**config.mk**
```make
export PLATFORM = sky130hd
export DESIGN_NAME = threshold_comparator
export DESIGN_NICKNAME = d
export VERILOG_FILES = /design/src/inc/threshold_cmp_pkg.sv /design/src/rtl/threshold_channel.sv /design/src/rtl/threshold_comparator.sv
export SDC_FILE = /design/constraint.sdc
export NUM_CORES = 1
export LEC_CHECK = 0
export BUFFER_PORTS_ARGS = -buffer_cell sky130_fd_sc_hd__buf_2
export CELL_PAD_IN_SITES_DETAIL_PLACEMENT = 1
export CELL_PAD_IN_SITES_GLOBAL_PLACEMENT = 2
export CORE_ASPECT_RATIO = 0.7
export CORE_MARGIN = 3
export CORE_UTILIZATION = 31
export DETAILED_ROUTE_END_ITERATION = 16
export PLACE_DENSITY_LB_ADDON = 0.2
export REMOVE_ABC_BUFFERS = 1
export SYNTH_ARGS = -nofsm -noshare
export SYNTH_HDL_FRONTEND = slang
export SYNTH_SLANG_ARGS = --single-unit
```
**constraint.sdc**
```tcl
create_clock -name clock_i -period 2.2 [get_ports clock_i]
set_clock_uncertainty 0.2 [all_clocks]
set_input_delay 0.11 -clock clock_i [delete_from_list [all_inputs] [get_ports clock_i]]
set_output_delay 0.11 -clock clock_i [all_outputs]
set_load 0.03 [all_outputs]
```
**src/inc/threshold_cmp_pkg.sv**
```systemverilog
// constants for the two-channel threshold comparator
// assumes a byte-wide register port behind the chip's serial host interface
package threshold_cmp_pkg;

    // =========================================================
    // register offsets
    localparam logic [7:0] chan_a_counter_control_offset   = 8'h34;
    localparam logic [7:0] channel_a_reference_offset      = 8'h35;
    localparam logic [7:0] channel_b_counter_control_offset = 8'h36;
    localparam logic [7:0] channel_b_reference_offset      = 8'h37;
    localparam logic [7:0] comparator_source_enable_offset = 8'h38;

    // =========================================================
    // reset values
    localparam logic [7:0] register_reset_value = 8'h00;
    localparam logic [7:0] unmapped_read_value  = 8'h00;

    // =========================================================
    // field positions
    localparam int start_edge_bit     = 7;
    localparam int counter_msb        = 6;
    localparam int chan_b_enable_bit  = 0;
    localparam int chan_b_source_lsb  = 1;
    localparam int chan_a_enable_bit  = 3;
    localparam int chan_a_source_lsb  = 4;
    localparam int result_compare_msb = 9;
    localparam int result_compare_lsb = 2;

    // =========================================================
    // counter limit
    localparam logic [6:0] counter_max = 7'h7f;

    // =========================================================
    // source select codes
    typedef enum logic [1:0] {
        source_voltage     = 2'h0,
        source_temperature = 2'h1,
        source_current     = 2'h2,
        source_general_pin = 2'h3
    } source_select_type;

endpackage

```
**src/rtl/threshold_channel.sv**
```systemverilog
// one comparator channel: threshold compare, edge arm and 7-bit counter
// assumes the sample and its done strobe are synchronous to clock_i
`timescale 1ns/1ps

module threshold_channel #(
    parameter int result_width = 10,
    parameter int count_width  = 7
) (
    // clock and reset
    input  wire logic                    clock_i,
    input  wire logic                    rst_i,
    // control
    input  wire logic                    enable_i,
    input  wire logic                    start_edge_i,
    input  wire logic [7:0]              threshold_i,
    input  wire logic                    load_i,
    input  wire logic [count_width-1:0]  load_value_i,
    // sample
    input  wire logic [result_width-1:0] sample_i,
    input  wire logic                    sample_done_i,
    // state
    output logic                         compare_o,
    output logic [count_width-1:0]       counter_o
);

    logic compare_prev_reg;
    logic running_reg;
    logic start_seen;

    // =========================================================
    // compare on upper result bits
    always_ff @(posedge clock_i or posedge rst_i) begin
        if (rst_i) begin
            compare_o <= 1'b0;
        end else begin
            compare_o <= enable_i &&
                (sample_i[threshold_cmp_pkg::result_compare_msb:
                          threshold_cmp_pkg::result_compare_lsb] >= threshold_i);
        end
    end

    always_ff @(posedge clock_i or posedge rst_i) begin
        if (rst_i) begin
            compare_prev_reg <= 1'b0;
        end else begin
            compare_prev_reg <= compare_o;
        end
    end

    // =========================================================
    // start edge selection
    assign start_seen = enable_i && (start_edge_i ? (compare_o && !compare_prev_reg)
                                                  : (!compare_o && compare_prev_reg));

    always_ff @(posedge clock_i or posedge rst_i) begin
        if (rst_i) begin
            running_reg <= 1'b0;
        end else if (load_i || !enable_i) begin
            running_reg <= 1'b0;
        end else if (start_seen) begin
            running_reg <= 1'b1;
        end
    end

    // =========================================================
    // counter, saturating
    always_ff @(posedge clock_i or posedge rst_i) begin
        if (rst_i) begin
            counter_o <= '0;
        end else if (load_i) begin
            counter_o <= load_value_i;
        end else if (start_seen) begin
            counter_o <= '0;
        end else if (running_reg && sample_done_i && (counter_o != {count_width{1'b1}})) begin
            counter_o <= counter_o + 1'b1;
        end
    end

endmodule

```
**src/rtl/threshold_comparator.sv**
```systemverilog
// register file, source selection and both comparator channels
// assumes a byte register port driven by the serial host interface
`timescale 1ns/1ps

// Notes on behaviour
// - each channel compares selected result bits 9..2 with its 8-bit reference
// - channel B counter 0..127; start edge bit 0 falling, 1 rising
// - channel A has the same counter and start edge choice
// - channel B compares only while its enable bit is set; reset disabled
// - channel A enable is bit 3 of select register; reset disabled
// - channel B source: voltage, temperature, current, first general pin
// - channel A source: same codes, but 3 picks the second general pin
module threshold_comparator #(
    parameter int result_width = 10,
    parameter int count_width  = 7
) (
    // clock and reset
    input  wire logic                    clock_i,
    input  wire logic                    rst_i,
    // register port
    input  wire logic [7:0]              reg_addr_i,
    input  wire logic [7:0]              reg_wdata_i,
    input  wire logic                    reg_write_i,
    input  wire logic                    reg_read_i,
    output logic [7:0]                   reg_rdata_o,
    // conversion results
    input  wire logic [result_width-1:0] voltage_result_i,
    input  wire logic [result_width-1:0] temperature_result_i,
    input  wire logic [result_width-1:0] current_result_i,
    input  wire logic [result_width-1:0] general_pin_one_result_i,
    input  wire logic [result_width-1:0] general_pin_two_result_i,
    input  wire logic                    conversion_done_i,
    // comparator outputs
    output logic                         chan_a_compare_o,
    output logic                         chan_b_compare_o
);

    logic [7:0]              chan_a_threshold_reg;
    logic [7:0]              chan_b_threshold_reg;
    logic                    chan_a_start_edge_reg;
    logic                    chan_b_start_edge_reg;
    logic [7:0]              select_reg;
    logic                    chan_a_enable;
    logic                    chan_b_enable;
    logic [1:0]              chan_a_source_select;
    logic [1:0]              chan_b_source_select;
    logic [result_width-1:0] chan_a_sample;
    logic [result_width-1:0] chan_b_sample;
    logic                    chan_a_load;
    logic                    chan_b_load;
    logic [count_width-1:0]  chan_a_counter;
    logic [count_width-1:0]  chan_b_counter;
    logic [7:0]              reg_rdata_next;

    // =========================================================
    // register writes
    always_ff @(posedge clock_i or posedge rst_i) begin
        if (rst_i) begin
            chan_a_threshold_reg <= threshold_cmp_pkg::register_reset_value;
            chan_b_threshold_reg <= threshold_cmp_pkg::register_reset_value;
            select_reg           <= threshold_cmp_pkg::register_reset_value;
        end else if (reg_write_i) begin
            case (reg_addr_i)
                threshold_cmp_pkg::channel_a_reference_offset: begin
                    chan_a_threshold_reg <= reg_wdata_i;
                end
                threshold_cmp_pkg::channel_b_reference_offset: begin
                    chan_b_threshold_reg <= reg_wdata_i;
                end
                threshold_cmp_pkg::comparator_source_enable_offset: begin
                    select_reg <= {2'h0, reg_wdata_i[5:0]};
                end
                default: begin
                end
            endcase
        end
    end

    always_ff @(posedge clock_i or posedge rst_i) begin
        if (rst_i) begin
            chan_a_start_edge_reg <= 1'b0;
            chan_b_start_edge_reg <= 1'b0;
        end else begin
            if (chan_a_load) begin
                chan_a_start_edge_reg <= reg_wdata_i[threshold_cmp_pkg::start_edge_bit];
            end
            if (chan_b_load) begin
                chan_b_start_edge_reg <= reg_wdata_i[threshold_cmp_pkg::start_edge_bit];
            end
        end
    end

    assign chan_a_load = reg_write_i &&
        (reg_addr_i == threshold_cmp_pkg::chan_a_counter_control_offset);
    assign chan_b_load = reg_write_i &&
        (reg_addr_i == threshold_cmp_pkg::channel_b_counter_control_offset);

    assign chan_a_enable = select_reg[threshold_cmp_pkg::chan_a_enable_bit];
    assign chan_b_enable = select_reg[threshold_cmp_pkg::chan_b_enable_bit];
    assign chan_a_source_select = select_reg[threshold_cmp_pkg::chan_a_source_lsb +: 2];
    assign chan_b_source_select = select_reg[threshold_cmp_pkg::chan_b_source_lsb +: 2];

    // =========================================================
    // source selection
    always_comb begin
        case (chan_a_source_select)
            threshold_cmp_pkg::source_voltage:     chan_a_sample = voltage_result_i;
            threshold_cmp_pkg::source_temperature: chan_a_sample = temperature_result_i;
            threshold_cmp_pkg::source_current:     chan_a_sample = current_result_i;
            default:                               chan_a_sample = general_pin_two_result_i;
        endcase
    end

    always_comb begin
        case (chan_b_source_select)
            threshold_cmp_pkg::source_voltage:     chan_b_sample = voltage_result_i;
            threshold_cmp_pkg::source_temperature: chan_b_sample = temperature_result_i;
            threshold_cmp_pkg::source_current:     chan_b_sample = current_result_i;
            default:                               chan_b_sample = general_pin_one_result_i;
        endcase
    end

    // =========================================================
    // channels
    threshold_channel #(
        .result_width (result_width),
        .count_width  (count_width)
    ) chan_a_unit (
        .clock_i       (clock_i),
        .rst_i         (rst_i),
        .enable_i      (chan_a_enable),
        .start_edge_i  (chan_a_start_edge_reg),
        .threshold_i   (chan_a_threshold_reg),
        .load_i        (chan_a_load),
        .load_value_i  (reg_wdata_i[count_width-1:0]),
        .sample_i      (chan_a_sample),
        .sample_done_i (conversion_done_i),
        .compare_o     (chan_a_compare_o),
        .counter_o     (chan_a_counter)
    );

    threshold_channel #(
        .result_width (result_width),
        .count_width  (count_width)
    ) chan_b_unit (
        .clock_i       (clock_i),
        .rst_i         (rst_i),
        .enable_i      (chan_b_enable),
        .start_edge_i  (chan_b_start_edge_reg),
        .threshold_i   (chan_b_threshold_reg),
        .load_i        (chan_b_load),
        .load_value_i  (reg_wdata_i[count_width-1:0]),
        .sample_i      (chan_b_sample),
        .sample_done_i (conversion_done_i),
        .compare_o     (chan_b_compare_o),
        .counter_o     (chan_b_counter)
    );

    // =========================================================
    // register reads
    always_comb begin
        case (reg_addr_i)
            threshold_cmp_pkg::chan_a_counter_control_offset:
                reg_rdata_next = {chan_a_start_edge_reg, chan_a_counter};
            threshold_cmp_pkg::channel_a_reference_offset:
                reg_rdata_next = chan_a_threshold_reg;
            threshold_cmp_pkg::channel_b_counter_control_offset:
                reg_rdata_next = {chan_b_start_edge_reg, chan_b_counter};
            threshold_cmp_pkg::channel_b_reference_offset:
                reg_rdata_next = chan_b_threshold_reg;
            threshold_cmp_pkg::comparator_source_enable_offset:
                reg_rdata_next = select_reg;
            default:
                reg_rdata_next = threshold_cmp_pkg::unmapped_read_value;
        endcase
    end

    always_ff @(posedge clock_i or posedge rst_i) begin
        if (rst_i) begin
            reg_rdata_o <= threshold_cmp_pkg::unmapped_read_value;
        end else if (reg_read_i) begin
            reg_rdata_o <= reg_rdata_next;
        end
    end
endmodule

```
==> impl_metrics.tcl <==
set metrics [dict create \
    status "complete, but fails checks" \
    violations "setup timing" \
    relSlewSlack_pct 63.68 \
    vias 3014 \
    clock_latency_ps 310 \
    start_kind "register" \
    placed_area_sq_um 4144 \
    grt_max_degree 53 \
    critPathKind "reg2reg" \
    grt_pass1_wl_mm 18.08 \
    holdCritStartpoint "reg_addr_i[2]" \
    fin_nets 508 \
    power_density_nw_per_um2 540.1 \
    dieArea_sq_um 12500 \
    irDropWorstVdd_v 0.0002650 \
    syn-instance-count 314 \
    r2r_start "select_reg[1]" \
    async_flop_share_pct 100.0 \
    synth_seq_cells 52 \
    worst_pin_slew_ps 541.2 \
    place_inst 543 \
    fin_ws_ps -79.63 \
    synth_ff_type "dfrtp_1" \
    ys_seq_area_share_pct 37.56 \
    drtIter0Drc 167 \
    avgRoutedWirePerCell_um 20.11 \
    max_stage_delay_ps 530 \
    yosys.area.top_type "dfrtp_1" \
    viasPerCell 5.306 \
    grt_pass1_vias 3118 \
    io_buffers 70 \
    place_ws_ps -202.1 \
    crit_path_cell_trace "buf_12, mux4_2, ha_4, a21o_1, a21o_1, a21oi_2, o22ai_1" \
    rsz0062_at_grt "true" \
    synth.most_common_cell "dfrtp_1" \
    fp.coreArea_sq_um 10630 \
    first_pass_iters 4 \
    crit_start "select_reg[1]" \
    antenna_found_initial 0 \
    post-route-drc-count 0 \
    syn2layout_area_growth_pct 34.45 \
    cp-end-kind "register" \
    row_count 31 \
    stdcell_count 568 \
    die_h_um 94.45 \
    clk_pin_slew_ps 80 \
    cts_max_level 2 \
    min_path_type "in2reg" \
    chipWidth_um 132.4 \
    gp_congestion 0.7909 \
    clockBufferDepth 2 \
    drive_gt1_share_pct 38.57 \
    slowest_stage "mux4_2" \
    design_area_sq_um 4658 \
    crit_fanout 4 \
    synth_area_leaders "dfrtp_1 (38%), mux4_2 (12%), ha_1 (6.5%)" \
    synthTopCellsByCount "dfrtp_1 (52), nand2_1 (33), inv_1 (21), ha_1 (18), mux4_2 (18)" \
    slew_viol_final 0 \
    syn_avg_cell_area_sq_um 11.03 \
    root_buffer "clkbuf_16" \
    post-route-period-util_pct 103.6 \
    fmax_ghz 0.4387 \
    synth_area_sq_um 3465 \
    cts_tree "yes" \
    cp.required_ps 2190 \
    io_pins 81 \
    holdWs_ps 40.51 \
    dp_hpwl_mm 8.627 \
    grt_overflow_total 0 \
    yosys_warnings 0 \
    finalSetupViolCount 2 \
    final.min_clock_period_ps 2280 \
    arrival_ps 2270 \
    maxCapViolCount 0 \
    initial_core_util_pct 32.60 \
    antenna_left 0 \
    synth.distinct_cells 55 \
    power.leakage_nw 2.070 \
    synth_top_area_share_pct 37.56 \
    cts_buffers 5 \
    crit_top_cell "a21o_1" \
    grt.total_usage_pct 18.87 \
    finish.utilization_pct 43.83 \
    wirelength_mm 11.43 \
    synth_edf_count 0 \
    hold_viol_final 0 \
    clock_sinks 52 \
    antenna_cells 0 \
]
[cell type report]
class,instances,area [sq um]
clock buffer,5,125.1
clock inverter,3,42.54
fill,1214,5969
inverter,22,82.58
multi-input combinational,226,2167
sequential,52,1303
tap,148,185.2
timing repair buffer,112,753.2
[cells in the final DEF, fill, tap and decap left out, drive strengths merged, types with 8 or more instances in the layout]
master	synthesis	routed
ha	18	18
mux2i	9	9
nand3	8	8
inv	22	22
mux4	18	18
dfrtp	52	52
a31oi	9	9
mux2	23	23
nand2	34	34
buf	8	101
dlygate4sd3	0	11
nor2	9	9
o21ai	14	14
[final timing paths]
kind	slack, ps	cells after the start	endpoint
setup / recovery	-80	7	chan_b_unit.compare_o
hold / removal	40	5	chan_b_unit.counter_o[2]
setup reg to reg	-80	7	chan_b_unit.compare_o
hold reg to reg	240	0	chan_a_unit.compare_prev_reg
max in group asynchronous	1330	4	select_reg[1]
min in group asynchronous	190	4	chan_a_unit.compare_prev_reg
[stage by stage]
stage	setup TNS (ps)	total power, W
after floorplan	-287.1	0.001291
after global placement	-226.1	0.001504
after detailed placement	-363.2	0.001520
after CTS	-62.60	0.002533
after global routing	-254.6	0.002646
final	-124.2	0.002516
[power breakdown]
| group | internal, W | switching, W |
|---|---|---|
| clock | 0.000536 | 0.000389 |
| sequential | 0.00100 | 0.0000580 |
| combinational | 0.000276 | 0.000253 |
[critical path: cells and delay by family (launching register included)]
kind | cells | cell delay (ps)
adder cells (fa/ha/maj) | 1 | 240
multiplexers | 1 | 530
AO/OA/AOI/OAI | 4 | 600
buffers and inverters | 1 | 130
flip-flops | 1 | 450
[cells by family after synthesis]
logic type	share of synthesized area (%)
and+or+nand+nor	14.88
AOI/OAI and AO/OA	13.04
DFF	37.56
muxes	22.64
buffers and inverters	4.370
adders and majority gates	6.501
xor gates and xnor gates	1.011
[per-layer routing]
layer	global-route usage, %	up-vias	share of wire [%]	routed length [um]
met3	4.313	10	4.9	558
met5	0	-	0	0
met4	4.066	0	1.0	114
met1	28.66	1504	51	5795
li1	-	1409	-	-
met2	27.25	91	43	4958
[repair_timing]
action | CTS | global route
hold buffers | 11 | 0
resized for setup | 26 | 0
gates cloned | 0 | 0
buffers inserted | 6 | 0
pin swaps | 14 | 0
setup endpoints to repair | 2 | 2
endpoints found under the hold margin | 96 | 0
Note: power is estimated with default switching activity, not from simulation.
